[config.mk]
export PLATFORM = sky130hd
export DESIGN_NAME = cpr_regs
export DESIGN_NICKNAME = d
export VERILOG_FILES = /design/src/cpr_pkg.sv /design/src/cpr_io_offset.sv /design/src/cpr_regs.sv /design/src/cpr_sync.sv
export SDC_FILE = /design/constraint.sdc
export NUM_CORES = 1
export LEC_CHECK = 0
export BUFFER_PORTS_ARGS = -buffer_cell sky130_fd_sc_hd__buf_2
export CAP_MARGIN = 20
export CELL_PAD_IN_SITES_DETAIL_PLACEMENT = 0
export CELL_PAD_IN_SITES_GLOBAL_PLACEMENT = 1
export CORE_UTILIZATION = 39
export CTS_CLUSTER_SIZE = 12
export DETAILED_ROUTE_END_ITERATION = 8
export PLACE_DENSITY_LB_ADDON = 0.1
export SLEW_MARGIN = 20
export SYNTH_ARGS = -nofsm -noshare
export SYNTH_HDL_FRONTEND = slang
export SYNTH_SLANG_ARGS = --single-unit
export TNS_END_PERCENT = 30
[constraint.sdc]
create_clock -name clk -period 1.8 [get_ports clk]
set_input_delay 0.18 -clock clk [delete_from_list [all_inputs] [get_ports clk]]
set_output_delay 0.18 -clock clk [all_outputs]
set_load 0.02 [all_outputs]
[src/cpr_pkg.sv]
// Shared constants for the socket offset and card-detect register bank
package cpr_pkg;

	////////////////////////////////////////////////////////////////////////////
	// Register port geometry
	localparam int ADDR_W = 12;
	localparam int DATA_W = 8;
	localparam int OFFSET_W = 16;
	localparam int NUM_WIN = 2;

	////////////////////////////////////////////////////////////////////////////
	// Socket offsets
	localparam logic [ADDR_W-1:0] OFS_CARD_DETECT = 12'h816;
	localparam logic [ADDR_W-1:0] OFS_WIN0_LO = 12'h836;
	localparam logic [ADDR_W-1:0] OFS_WIN0_HI = 12'h837;
	localparam logic [ADDR_W-1:0] OFS_WIN1_LO = 12'h838;
	localparam logic [ADDR_W-1:0] OFS_WIN1_HI = 12'h839;

	////////////////////////////////////////////////////////////////////////////
	// Card-detect register fields
	localparam int BIT_SENSE2 = 7;
	localparam int BIT_SENSE1 = 6;
	localparam int BIT_SOFT_IRQ = 5;
	localparam int BIT_WAKE_EN = 4;
	localparam int BIT_REMOVAL_RST = 1;

	////////////////////////////////////////////////////////////////////////////
	// Reset values and fixed bits
	localparam logic [DATA_W-1:0] OFFSET_RESET = 8'h00;
	localparam logic [DATA_W-1:0] LO_BYTE_MASK = 8'hfe;
	localparam logic [DATA_W-1:0] RDATA_IDLE = 8'h00;

endpackage : cpr_pkg

[src/cpr_io_offset.sv]
// One I/O window offset register pair, low and high byte
module cpr_io_offset (
	// Clock and reset
	input wire logic clk,
	input wire logic resetn,
	// Write side
	input wire logic clear,
	input wire logic wr_lo,
	input wire logic wr_hi,
	input wire logic [cpr_pkg::DATA_W-1:0] wdata,
	// Stored offset
	output logic [cpr_pkg::OFFSET_W-1:0] offset
);

	logic [cpr_pkg::DATA_W-1:0] lo_r;
	logic [cpr_pkg::DATA_W-1:0] hi_r;

	// Removal reset wins over a write in the same cycle
	always_ff @(posedge clk or negedge resetn) begin
		if (!resetn) begin
			lo_r <= cpr_pkg::OFFSET_RESET;
		end else if (clear) begin
			lo_r <= cpr_pkg::OFFSET_RESET;
		end else if (wr_lo) begin
			lo_r <= wdata & cpr_pkg::LO_BYTE_MASK;
		end
	end

	always_ff @(posedge clk or negedge resetn) begin
		if (!resetn) begin
			hi_r <= cpr_pkg::OFFSET_RESET;
		end else if (clear) begin
			hi_r <= cpr_pkg::OFFSET_RESET;
		end else if (wr_hi) begin
			hi_r <= wdata;
		end
	end

	assign offset = {hi_r, lo_r};

endmodule : cpr_io_offset

[src/cpr_regs.sv]
// Socket I/O offset registers and card-detect/general-control register
//
// Overview of operation
// - Offset low byte bit 0 reads zero
// - Low byte holds offset bits 7..0
// - High byte holds offset bits 15..8
// - Window 0 bytes at 836h and 837h
// - Window 1 bytes at 838h and 839h
// - Card-detect register sits at 816h
// - Bit 7 shows second sense pin level
// - Bit 6 shows first sense pin level
// - Writing bit 5 raises detect interrupt
// - Bit 5 write ignored when interrupt disabled
// - Bit 5 always reads zero
// - Detect change with resume pulls ring low
// - Ring stays low until change flag cleared
// - Bit 1 resets registers on removal
// - Bits 3, 2, 0 read zero
module cpr_regs (
	// Clock and reset
	input wire logic clk,
	input wire logic resetn,
	// Byte register port
	input wire logic [cpr_pkg::ADDR_W-1:0] reg_addr,
	input wire logic reg_wr,
	input wire logic reg_rd,
	input wire logic [cpr_pkg::DATA_W-1:0] reg_wdata,
	output logic [cpr_pkg::DATA_W-1:0] reg_rdata,
	output logic reg_rd_ack,
	// Socket pins
	input wire logic voltage_sense_1,
	input wire logic voltage_sense_2,
	input wire logic card_present_in_a_n,
	input wire logic card_present_in_b_n,
	// Status-change logic alongside
	input wire logic detect_irq_enable,
	input wire logic card_change_flag,
	output logic soft_detect_irq,
	output logic removal_reg_reset,
	output logic ring_wake_out_n,
	// Window offsets to the decoder
	output logic [cpr_pkg::OFFSET_W-1:0] io_win0_offset,
	output logic [cpr_pkg::OFFSET_W-1:0] io_win1_offset
);

	////////////////////////////////////////////////////////////////////////////
	// Address decode

	function automatic logic hit(input logic [cpr_pkg::ADDR_W-1:0] a,
			input logic [cpr_pkg::ADDR_W-1:0] ofs);
		hit = (a == ofs);
	endfunction : hit

	localparam logic [cpr_pkg::NUM_WIN-1:0][cpr_pkg::ADDR_W-1:0] WIN_LO_OFS =
		{cpr_pkg::OFS_WIN1_LO, cpr_pkg::OFS_WIN0_LO};
	localparam logic [cpr_pkg::NUM_WIN-1:0][cpr_pkg::ADDR_W-1:0] WIN_HI_OFS =
		{cpr_pkg::OFS_WIN1_HI, cpr_pkg::OFS_WIN0_HI};

	logic wr_cd;
	assign wr_cd = reg_wr && hit(reg_addr, cpr_pkg::OFS_CARD_DETECT);

	////////////////////////////////////////////////////////////////////////////
	// Pin synchronisers

	logic [1:0] sense_lvl;
	logic [1:0] cd_lvl;

	cpr_sync #(.WIDTH(2)) u_sense_sync (
		.clk(clk),
		.resetn(resetn),
		.pin({voltage_sense_2, voltage_sense_1}),
		.level(sense_lvl)
	);

	cpr_sync #(.WIDTH(2)) u_cd_sync (
		.clk(clk),
		.resetn(resetn),
		.pin({card_present_in_b_n, card_present_in_a_n}),
		.level(cd_lvl)
	);

	////////////////////////////////////////////////////////////////////////////
	// Card-detect change and removal

	// Synchroniser fill plus one history sample
	localparam int PRIME_LEN = 3;

	logic [1:0] cd_prev_r;
	logic [PRIME_LEN-1:0] primed_r;
	logic cd_change;
	logic removal;

	// The synchroniser shows its reset value, not the pins, for two cycles
	// after release; comparing before it has filled would see a false change
	always_ff @(posedge clk or negedge resetn) begin
		if (!resetn) begin
			cd_prev_r <= 2'h0;
			primed_r <= '0;
		end else begin
			cd_prev_r <= cd_lvl;
			primed_r <= {primed_r[PRIME_LEN-2:0], 1'b1};
		end
	end

	assign cd_change = primed_r[PRIME_LEN-1] && (cd_lvl != cd_prev_r);
	assign removal = primed_r[PRIME_LEN-1] && (cd_prev_r == 2'h0) && (cd_lvl != 2'h0);

	////////////////////////////////////////////////////////////////////////////
	// Control bits

	logic wake_en_r;
	logic removal_rst_en_r;

	always_ff @(posedge clk or negedge resetn) begin
		if (!resetn) begin
			wake_en_r <= 1'b0;
			removal_rst_en_r <= 1'b0;
		end else if (wr_cd) begin
			wake_en_r <= reg_wdata[cpr_pkg::BIT_WAKE_EN];
			removal_rst_en_r <= reg_wdata[cpr_pkg::BIT_REMOVAL_RST];
		end
	end

	////////////////////////////////////////////////////////////////////////////
	// Software detect interrupt, a pulse never stored

	logic soft_irq_r;

	always_ff @(posedge clk or negedge resetn) begin
		if (!resetn) begin
			soft_irq_r <= 1'b0;
		end else begin
			soft_irq_r <= wr_cd && reg_wdata[cpr_pkg::BIT_SOFT_IRQ]
				&& detect_irq_enable;
		end
	end

	assign soft_detect_irq = soft_irq_r;

	////////////////////////////////////////////////////////////////////////////
	// Removal reset

	logic removal_rst_r;
	logic clear_win;

	assign clear_win = removal && removal_rst_en_r;

	always_ff @(posedge clk or negedge resetn) begin
		if (!resetn) begin
			removal_rst_r <= 1'b0;
		end else begin
			removal_rst_r <= clear_win;
		end
	end

	assign removal_reg_reset = removal_rst_r;

	////////////////////////////////////////////////////////////////////////////
	// Ring wake output

	logic ring_n_r;
	logic flag_seen_r;
	logic ring_set;
	logic ring_clr;

	// The change flag may rise some cycles after the detect change, so the
	// ring is released only once the flag has been seen high and then low
	assign ring_set = wake_en_r && cd_change;
	assign ring_clr = flag_seen_r && !card_change_flag;

	always_ff @(posedge clk or negedge resetn) begin
		if (!resetn) begin
			ring_n_r <= 1'b1;
		end else if (ring_set) begin
			ring_n_r <= 1'b0;
		end else if (ring_clr) begin
			ring_n_r <= 1'b1;
		end
	end

	always_ff @(posedge clk or negedge resetn) begin
		if (!resetn) begin
			flag_seen_r <= 1'b0;
		end else if (ring_set || ring_n_r) begin
			flag_seen_r <= 1'b0;
		end else if (card_change_flag) begin
			flag_seen_r <= 1'b1;
		end
	end

	assign ring_wake_out_n = ring_n_r;

	////////////////////////////////////////////////////////////////////////////
	// I/O window offsets

	logic [cpr_pkg::NUM_WIN-1:0][cpr_pkg::OFFSET_W-1:0] win_off;

	generate
		for (genvar w = 0; w < cpr_pkg::NUM_WIN; w++) begin : g_win
			cpr_io_offset u_off (
				.clk(clk),
				.resetn(resetn),
				.clear(clear_win),
				.wr_lo(reg_wr && hit(reg_addr, WIN_LO_OFS[w])),
				.wr_hi(reg_wr && hit(reg_addr, WIN_HI_OFS[w])),
				.wdata(reg_wdata),
				.offset(win_off[w])
			);
		end
	endgenerate

	assign io_win0_offset = win_off[0];
	assign io_win1_offset = win_off[1];

	////////////////////////////////////////////////////////////////////////////
	// Read path, one cycle after the strobe

	logic [cpr_pkg::DATA_W-1:0] rd_mux;
	logic [cpr_pkg::DATA_W-1:0] rdata_r;
	logic rd_ack_r;

	always_comb begin
		rd_mux = cpr_pkg::RDATA_IDLE;
		if (hit(reg_addr, cpr_pkg::OFS_CARD_DETECT)) begin
			rd_mux[cpr_pkg::BIT_SENSE2] = sense_lvl[1];
			rd_mux[cpr_pkg::BIT_SENSE1] = sense_lvl[0];
			rd_mux[cpr_pkg::BIT_WAKE_EN] = wake_en_r;
			rd_mux[cpr_pkg::BIT_REMOVAL_RST] = removal_rst_en_r;
		end
		for (int w = 0; w < cpr_pkg::NUM_WIN; w++) begin
			if (hit(reg_addr, WIN_LO_OFS[w])) begin
				rd_mux = win_off[w][7:0];
			end
			if (hit(reg_addr, WIN_HI_OFS[w])) begin
				rd_mux = win_off[w][15:8];
			end
		end
	end

	always_ff @(posedge clk or negedge resetn) begin
		if (!resetn) begin
			rdata_r <= cpr_pkg::RDATA_IDLE;
			rd_ack_r <= 1'b0;
		end else begin
			rd_ack_r <= reg_rd;
			if (reg_rd) begin
				rdata_r <= rd_mux;
			end
		end
	end

	assign reg_rdata = rdata_r;
	assign reg_rd_ack = rd_ack_r;
endmodule : cpr_regs

[src/cpr_sync.sv]
// Two-flop synchroniser for socket pins
module cpr_sync #(
	parameter int WIDTH = 2
) (
	// Clock and reset
	input wire logic clk,
	input wire logic resetn,
	// Pins in, synchronised levels out
	input wire logic [WIDTH-1:0] pin,
	output logic [WIDTH-1:0] level
);

	logic [WIDTH-1:0] meta_r;
	logic [WIDTH-1:0] level_r;

	// Only level_r reads meta_r
	always_ff @(posedge clk or negedge resetn) begin
		if (!resetn) begin
			meta_r <= '0;
			level_r <= '0;
		end else begin
			meta_r <= pin;
			level_r <= meta_r;
		end
	end

	assign level = level_r;

endmodule : cpr_sync

Word level (Yosys, flattened, before mapping)
Cells that the tools add are included.

operators by class
  eq/ne operators = 6
  muxes and demuxes = 19
  reduce and logical (&&, ||, !) cells = 23

operator list
  cell                                    number
  2-to-1 mux 8 bit                        12
  == test 12 bit (second input constant)  5
  nonzero test 2 bit                      7
  logical AND 1 bit                       13
  2-to-1 mux 1 bit                        6
  zero test 2 bit                         1
  2-to-1 mux 2 bit                        1
  inequality test 2 bit                   1
  zero test 1 bit                         1
  logical OR 1 bit                        1

word-level totals
  bits in registers = 60
  input port bits = 30

Logic depth before layout (Yosys ltp)
Gate-level depths: netlist (run 1).

  depth in word-level cells = 6
  depth in mapped cells = 6
  depth with buffers taken out = 5

Modules after synthesis
Synthesis (run 1) repeated with hierarchy kept, for this count alone.

unflattened totals
  cells, all modules = 226
  area, all modules = 2,632.5 um2

by module, submodules not included
  module         times used  cells an instance  area an instance (um2)  sequential area each (um2)
  cpr_io_offset  2           50                 623.1                   375.4
  cpr_regs       1           118                1,186.1                 501.7
  cpr_sync       2           4                  100.1                   100.1

Worst setup path after synthesis (run 1)
OpenSTA, ideal clock, no wires.

  kind = flip-flop to flip-flop
  start = register cd_prev_r[1]
  end = register g_win[0].u_off.hi_r[0] (netlist name)
  arrival time = 1,185 ps
  data required time = 1,668 ps
  path slack = 484 ps
  cell stages (with the launch flop) = 4
  path buffers = 1
  clock period less this slack = 1,316 ps
  path through = dfrtp_1 > nor4_1 > clkbuf_1 > nor2_1

on the way
  longest elaborated chain between the ends = 5

RTL lines
  element                                                        line                 text
  start: declaration                                             cpr_regs.sv:88       logic [1:0] cd_prev_r;
  start signal: assignment                                       cpr_regs.sv:100      cd_prev_r <= cd_lvl;
  zero test 2 bit *                                              cpr_regs.sv:106      assign removal = primed_r[PRIME_LEN-1] && (cd_prev_r == 2'h0) && (cd_lvl != 2'h0);
  logical AND 1 bit * (2 in series)                              cpr_regs.sv:106
  logical AND 1 bit *                                            cpr_regs.sv:146      assign clear_win = removal && removal_rst_en_r;
  2-to-1 mux 8 bit / nonzero test 2 bit (equally long branches)  -
  end signal: assignment                                         cpr_io_offset.sv:31  hi_r <= cpr_pkg::OFFSET_RESET;
  end signal: assignment                                         cpr_io_offset.sv:33  hi_r <= cpr_pkg::OFFSET_RESET;
  end signal: assignment                                         cpr_io_offset.sv:35  hi_r <= wdata;
  end: declaration                                               cpr_io_offset.sv:16  logic [cpr_pkg::DATA_W-1:0] hi_r;

Mark *: on every way between the ends. The rest lies on a longest branch, timed or not.
A chain may end at the register's enable or synchronous reset.

Worst setup path after layout (run 1)
  start = input reg_addr[10] (netlist name)
  end = register g_win[1].u_off.lo_r[1] (netlist name)

on the way
  longest elaborated chain between the ends = 3

RTL lines
  element                       line                 text
  start: declaration            cpr_regs.sv:24       input wire logic [cpr_pkg::ADDR_W-1:0] reg_addr,
  == test 12 bit                cpr_regs.sv:51       hit = (a == ofs);
  logical AND 1 bit             cpr_regs.sv:204      .wr_lo(reg_wr && hit(reg_addr, WIN_LO_OFS[w])),
  nonzero test 2 bit (no line)  -
  end signal: assignment        cpr_io_offset.sv:21  lo_r <= cpr_pkg::OFFSET_RESET;
  end signal: assignment        cpr_io_offset.sv:23  lo_r <= cpr_pkg::OFFSET_RESET;
  end signal: assignment        cpr_io_offset.sv:25  lo_r <= wdata & cpr_pkg::LO_BYTE_MASK;
  end: declaration              cpr_io_offset.sv:15  logic [cpr_pkg::DATA_W-1:0] lo_r;

No other way between the ends.

==> qor.yml, run 1 <==
numCtsBuffers: 9
antenna_cells: 0
cts_root_buf: "clkbuf_8"
hold_class: "in -> reg"
fp.coreArea_mm2: 0.006350
endpoint_kind: "flop"
cts_sinks: 58
setup_viol: 0
dr_total_vias: 2026
dr.pass1.iters: 5
slew_violations: 0
die_area_mm2: 0.006869
ys_seq_area_share_pct: 56.94
drc: 0
post_cts.repair.setup_buffers: 0
post-route-min-period_ps: 1327
dieHeight_um: 82.88
holdBufCountCts: 5
rsz0062_at_grt: "false"
critPathLaunchType: "input port"
grt_pass1_wl_um: 10540
wl_um: 6485
grt_pass1_vias: 1930
fill_cells: 583
cts_tree: "done"
overflow: 0
cp_slowest_cell: "nor4b_4"
ctsHtreeMaxLevel: 3
relSlewSlack_pct: 64.72
run_status: "completed"
vias_per_cell: 5.103
yosys_warnings: 0
whs_ps: 102.7
finClkSkew_ps: 7.192
areaGrowthSynthToFinish_pct: 33.20
syn-cell-area_mm2: 0.002551
antenna_found_initial: 0
synth_cells: 230
final_net_count: 345
start_util_pct: 40.18
fin_tns_setup_ps: 0
finalHoldViolCount: 0
clk_latency_ps: 340
period_share_pct: 73.75
synth_edf_count: 0
cp_top_family: "simple AND/OR/NAND/NOR gates"
slowest_delay_ps: 410
critPathMaxFanout: 7
port_buffers: 71
routedWlPerCell_um: 16.34
ios: 74
synth_cell_type_count: 37
syn_avg_cell_area_um2: 11.09
powerDensity_mw_per_mm2: 943.0
post_cts_resized: 0
async_reset_ff_share_pct: 100.0
place_congestion: 0.7390
post-route-util_pct: 53.52
rows: 29
ys_ff_latch: 58
peakVddDrop_v: 0.0005408
timing.fmax_mhz: 753.3
clk_pin_slew_ps: 70
drtIter0Drc: 126
path_buf_inv: 2
power.leakage_nw: 1.897
maxCapViolCount: 0
die_x_um: 82.88
cp.arrival_ps: 1550
grt_max_degree: 59
drive_above_1_share_pct: 35.31
drtAntennaViolNets: 0
required_ps: 2030
clk_path_buf_depth: 2
grt_usage_pct: 20.30
dpl.hpwl_um: 4444
worstSetupPathType: "in -> reg"
ys.flop_type: "dfrtp_1"
crit_path_cell_trace: "buf_2, nor4b_4, and3_2, and2_1, buf_12, mux2i_1, nor2_1"
worstMarginPinSlew_ps: 529.2
[cell type report]
class                      count  area [µm²]  area share [%]
sequential                    58        1453           42.75
multi-input combinational    156        1032           30.38
timing repair buffer          85       523.0           15.39
clock buffer                  10       137.6           4.050
clock inverter                 6       137.6           4.050
tap                           77       96.34           2.835
inverter                       5       18.77          0.5523
[per-layer routing]
metal / routed length [µm] / part of all wire (%) / vias to the layer above / global-route usage (%)
li1: - / - / 967 / -
met1: 3399 / 52 / 978 / 32.86
met2: 2621 / 40 / 79 / 24.96
met3: 425 / 6.6 / 2 / 3.877
met4: 39 / 0.60 / 0 / 10.34
met5: 0 / 0 / - / 0
[cell usage after synthesis (2+ instances only)]
cell type	instances	area share (%)
o21ai_0	12	2.4
buf_4	3	0.88
xnor2_1	2	0.69
nand3_1	2	0.39
nor4_1	2	0.49
nand3_2	2	0.78
mux2i_1	30	12
o22ai_1	11	2.7
clkbuf_1	8	1.2
a222oi_1	3	1.2
nor2b_1	2	0.49
nand2_1	15	2.2
dfrtp_1	57	56
mux2_4	2	1.2
nor2_1	47	6.9
conb_1	2	0.29
a221oi_1	4	1.4
a21oi_1	2	0.39
inv_1	5	0.74
and3_2	2	0.59
[flip-flops by register name (all words and copies together) (netlist names)]
signal / flops
flag_seen_r: 1
g_win.u_off.lo_r: 14
ring_wake_out_n: 1
reg_rdata: 8
wake_en_r: 1
u_sense_sync.level: 2
cd_prev_r: 2
removal_reg_reset: 1
u_cd_sync.meta_r: 2
g_win.u_off.hi_r: 16
reg_rd_ack: 1
primed_r: 3
removal_rst_en_r: 1
u_cd_sync.level: 2
u_sense_sync.meta_r: 2
soft_detect_irq: 1
[cell families (layout without fill, tap and decap cells)]
kind of cell | after synthesis | after routing | synth area share (%)
AO/OA/AOI/OAI | 33 | 33 | 8.338
XOR/XNOR | 2 | 2 | 0.6867
buffers and inverters | 17 | 106 | 2.992
flip-flops | 58 | 58 | 56.94
multiplexers | 32 | 32 | 12.95
other | 2 | 3 | 0.2944
AND/OR/NAND/NOR | 86 | 86 | 17.80
[tightest hold or removal path, delay by kind of cell]
| family | cells | cell delay, ps |
|---|---|---|
| buffers and inverters | 1 | 110 |
| AND/OR/NAND/NOR | 2 | 110 |
[report_power, final]
group | switching (mW) | internal [mW]
combinational | 0.133 | 0.0779
sequential | 0.0160 | 1.34
clock | 0.539 | 1.10
[through the flow]
step	setup slack, ps	total power [mW]	cells	area [µm²]
after floorplan	291.1	1.465	231	2555
after global placement	122.0	1.581	376	3073
after detailed placement	116.0	1.583	376	3073
after CTS	476.6	3.239	397	3398
after global routing	369.6	3.312	397	3398
final	472.5	3.204	397	3398
[path summary, 6_finish.rpt]
path	startpoint	endpoint	slack, ps	cells after the start
setup / recovery	reg_addr[10]	g_win[1].u_off.lo_r[1]	470	7
hold reg to reg	u_sense_sync.meta_r[0]	u_sense_sync.level[0]	350	0
setup reg to reg	g_win[0].u_off.hi_r[2]	reg_rdata[2]	530	4
min in group asynchronous	resetn	reg_rdata[1]	370	3
hold / removal	detect_irq_enable	soft_detect_irq	100	3
max in group asynchronous	resetn	ring_wake_out_n	1140	3
[layout by cell type (no fill, tap or decap), drive strengths merged]
| master | count |
|---|---|
| buf | 80 |
| dfrtp | 57 |
| nor2 | 47 |
| mux2i | 30 |
| nand2 | 15 |
| o21ai | 12 |
| o22ai | 11 |
| clkbuf | 10 |
| inv | 5 |
| dlygate4sd3 | 5 |
| a221oi | 4 |
| bufinv | 4 |
| nand3 | 4 |
| a222oi | 3 |
| conb | 3 |
| nor2b | 2 |
| and3 | 2 |
| mux2 | 2 |
| xnor2 | 2 |
| a21oi | 2 |
| clkinv | 2 |
| nor4 | 2 |
| nand4 | 2 |
| and2 | 2 |
| and3b | 1 |
| nor4b | 1 |
| nand2b | 1 |
| and4bb | 1 |
| nor3b | 1 |
| or3 | 1 |
| nor3 | 1 |
| or3b | 1 |
| nand4b | 1 |
| or2 | 1 |
| a22o | 1 |
| dfstp | 1 |
No activity file was read; power rests on OpenSTA's default activity.
==> run 2, diff against run 1 <==
--- a/config.mk
+++ b/config.mk
@@ -5,11 +5,12 @@
 export SDC_FILE = /design/constraint.sdc
 export NUM_CORES = 1
 export LEC_CHECK = 0
+export ABC_AREA = 1
 export BUFFER_PORTS_ARGS = -buffer_cell sky130_fd_sc_hd__buf_2
 export CAP_MARGIN = 20
 export CELL_PAD_IN_SITES_DETAIL_PLACEMENT = 0
 export CELL_PAD_IN_SITES_GLOBAL_PLACEMENT = 1
-export CORE_UTILIZATION = 39
+export CORE_UTILIZATION = 38
 export CTS_CLUSTER_SIZE = 12
 export DETAILED_ROUTE_END_ITERATION = 8
 export PLACE_DENSITY_LB_ADDON = 0.1
==> constraint.sdc (replaced) <==
create_clock -name clk -period 1.35 [get_ports clk]
set_input_delay 0.135 -clock clk [delete_from_list [all_inputs] [get_ports clk]]
set_output_delay 0.135 -clock clk [all_outputs]
set_load 0.02 [all_outputs]
==> qor.yml, run 2 <==
clk_pin_slew_ps: 70  # about the same
ctsHtreeMaxLevel: 3  # unchanged
post-route-min-period_ps: 1350
start_util_pct: 40.12  # -0.057 points
clk_path_buf_depth: 2  # unchanged
hold_class: "in -> reg"
dr.pass1.iters: 6  # +1
cts_tree: "done"
synth_cell_type_count: 31  # -16%
clk_latency_ps: 330  # about the same
ios: 74  # unchanged
yosys.area.top_type: "dfrtp_1"
drive_above_1_share_pct: 45.67  # +10 points
drtIter0Drc: 99  # -21%
largest_reg_flops: 16  # unchanged
cp.arrival_ps: 1570  # +20 ps
final_net_count: 406  # +18%
overflow: 0  # unchanged
required_ps: 1570  # -460 ps
dpl_cell_area_mm2: 0.003133  # +2.0%
run_status: "completed"
rsz0062_at_grt: "true"
worstSetupPathType: "reg -> reg"
finClkSkew_ps: 6.365  # -0.8276 ps
critPathLaunchType: "flop"
vias_per_cell: 4.832  # -5.3%
layout.cells.most_common: "buf_2"
areaGrowthSynthToFinish_pct: 39.69
synth.most_common_cell: "nand2_1"
peakVddDrop_v: 0.0006452  # +19%
power.leakage_nw: 1.921  # +1.2%
synth_edf_count: 0  # unchanged
synthTopCellsByCount: "79 x nand2_1, 57 x dfrtp_1, 20 x nand3_1"
dieHeight_um: 84.58  # +2.0%
slew_violations: 0  # unchanged
grt_pass1_wl_um: 11160  # +5.9%
die_area_mm2: 0.007153  # +4.1%
grt_pass1_vias: 2142  # +11%
synth_cells: 275  # +20%
powerDensity_mw_per_mm2: 1133  # +20%
fp.coreArea_mm2: 0.006459  # +1.7%
stdcell_count: 458  # +15%
ys_seq_area_share_pct: 56.06  # -0.88 points
async_reset_ff_share_pct: 100.0  # unchanged
final_area_mm2: 0.003620  # +6.5%
ys_top_cells_by_area: "dfrtp_1 55%, nand2_1 11%, o21ai_2 5.1%"
port_buffers: 71  # unchanged
dpl.hpwl_um: 4894  # +10%
top_register: "g_win.u_off.hi_r"
rows: 29  # unchanged
syn-cell-area_mm2: 0.002591  # +1.6%
die_x_um: 84.58  # +2.0%
synth_top_area_share_pct: 55.05  # -0.86 points
whs_ps: 26.59  # -76.16 ps
yosys_warnings: 0  # unchanged
cts_sinks: 58  # unchanged
critPathMaxFanout: 6  # -1
antenna_cells: 0  # unchanged
ys_ff_latch: 58  # unchanged
layout_common_cells: "71 x buf_2, 66 x nand2_1, 57 x dfrtp_1"
drtAntennaViolNets: 0  # unchanged
timing.fmax_mhz: 740.9
finalHoldViolCount: 0  # unchanged
antenna_found_initial: 0  # unchanged
grt_max_degree: 59  # unchanged
dr_total_vias: 2213  # +9.2%
post-route-util_pct: 56.04  # +2.5 points
drc: 0  # unchanged
dp.cells: 435  # +16%
ys.flop_type: "dfrtp_1"
routedWlPerCell_um: 14.84  # -9.1%
syn_avg_cell_area_um2: 9.423  # -15%
cts_root_buf: "clkbuf_8"
wl_um: 6798  # +4.8%
setup_viol: 0  # unchanged
period_share_pct: 99.98
place_congestion: 0.8307  # +12%
grt_usage_pct: 20.71  # +0.41 points
endpoint_kind: "flop"
numCtsBuffers: 9  # unchanged
maxCapViolCount: 0  # unchanged
fill_cells: 611  # +4.8%
[run 2: cell types whose count changed in the layout (fill, tap and decap cells not counted), sizes merged, moves of 4 or more]
| cell | previous run | this run |
|---|---|---|
| nor2 | 47 | 23 |
| nand2 | 15 | 90 |
| mux2i | 30 | 0 |
| o21ai | 12 | 37 |
| o22ai | 11 | 0 |
| a221oi | 4 | 0 |
| buf | 80 | 93 |
| nand3 | 4 | 21 |
| inv | 5 | 17 |
[run 2: cells by family after synthesis]
family                    after synthesis  synth area share (%)
DFF                                    58                 56.06
and+or+nand+nor                       140                 25.06
xor gates and xnor gates                2                0.6761
AOI/OAI and AO/OA                      45                 11.54
other                                   2                0.2898
muxes                                   2                0.8691
buffers and inverters                  26                 5.504
[run 2: worst max-delay path: stages (launching register included)]
cell and delay, ps:
dfrtp_1 390, nor3_2 250, nand3_4 170, inv_2 110, a21oi_4 50, buf_6 160
nand2_2 60, o21ai_2 40
[run 2: area by class of cell]
| class | instances | area [µm²] | share of cell area (%) |
|---|---|---|---|
| well taps | 77 | 96.34 | 2.662 |
| multi-input cells | 192 | 1134 | 31.32 |
| repair buffers | 98 | 606.8 | 16.76 |
| clock buffers | 10 | 137.6 | 3.802 |
| inverters | 17 | 78.83 | 2.178 |
| clock inverters | 6 | 113.9 | 3.146 |
| flip-flops and latches | 58 | 1453 | 40.13 |
[run 2: power by group]
| part | total [mW] | internal [mW] | switching (mW) |
|---|---|---|---|
| Clock | 2.00 | 1.28 | 0.724 |
| Combinational | 0.291 | 0.114 | 0.177 |
| Sequential | 1.81 | 1.78 | 0.0263 |
[run 2: per-stage QoR]
| stage | setup TNS, ps | setup WS, ps | power (mW) |
|---|---|---|---|
| floorplan | 0 | 42.76 | 1.954 |
| global placement | -1525 | -103.7 | 2.099 |
| detailed placement | -2924 | -162.5 | 2.102 |
| CTS | 0 | 1.221 | 4.122 |
| global route | -459.9 | -53.20 | 4.254 |
| finish | 0 | 0.2871 | 4.102 |
[run 2: final timing paths]
path | to | start | slack, ps | depth (start not counted)
worst max-delay path | g_win[0].u_off.hi_r[5] | cd_prev_r[1] | 0.3 | 7
worst min-delay path | soft_detect_irq | detect_irq_enable | 30 | 3
worst max register to register | g_win[0].u_off.hi_r[5] | cd_prev_r[1] | 0.3 | 7
worst min register to register | u_sense_sync.level[1] | u_sense_sync.meta_r[1] | 350 | 0
max in group asynchronous | ring_wake_out_n | resetn | 730 | 3
min in group asynchronous | u_sense_sync.meta_r[1] | resetn | 330 | 3
[run 2: routing by layer]
layer	GRT usage, %	part of all wire, %
met4	7.242	1.6
met1	28.92	47
met3	4.621	5.1
met5	0	0
met2	31.86	46
[run 2: repair_timing]
action / in CTS / in global routing
setup buffers: 1 / 0
pin swaps: 2 / 3
endpoints found under the hold margin: 61 / 0
hold buffers: 5 / 0
endpoints found under the setup margin: 30 / 30
cloned: 0 / 1
gates resized for setup: 11 / 45
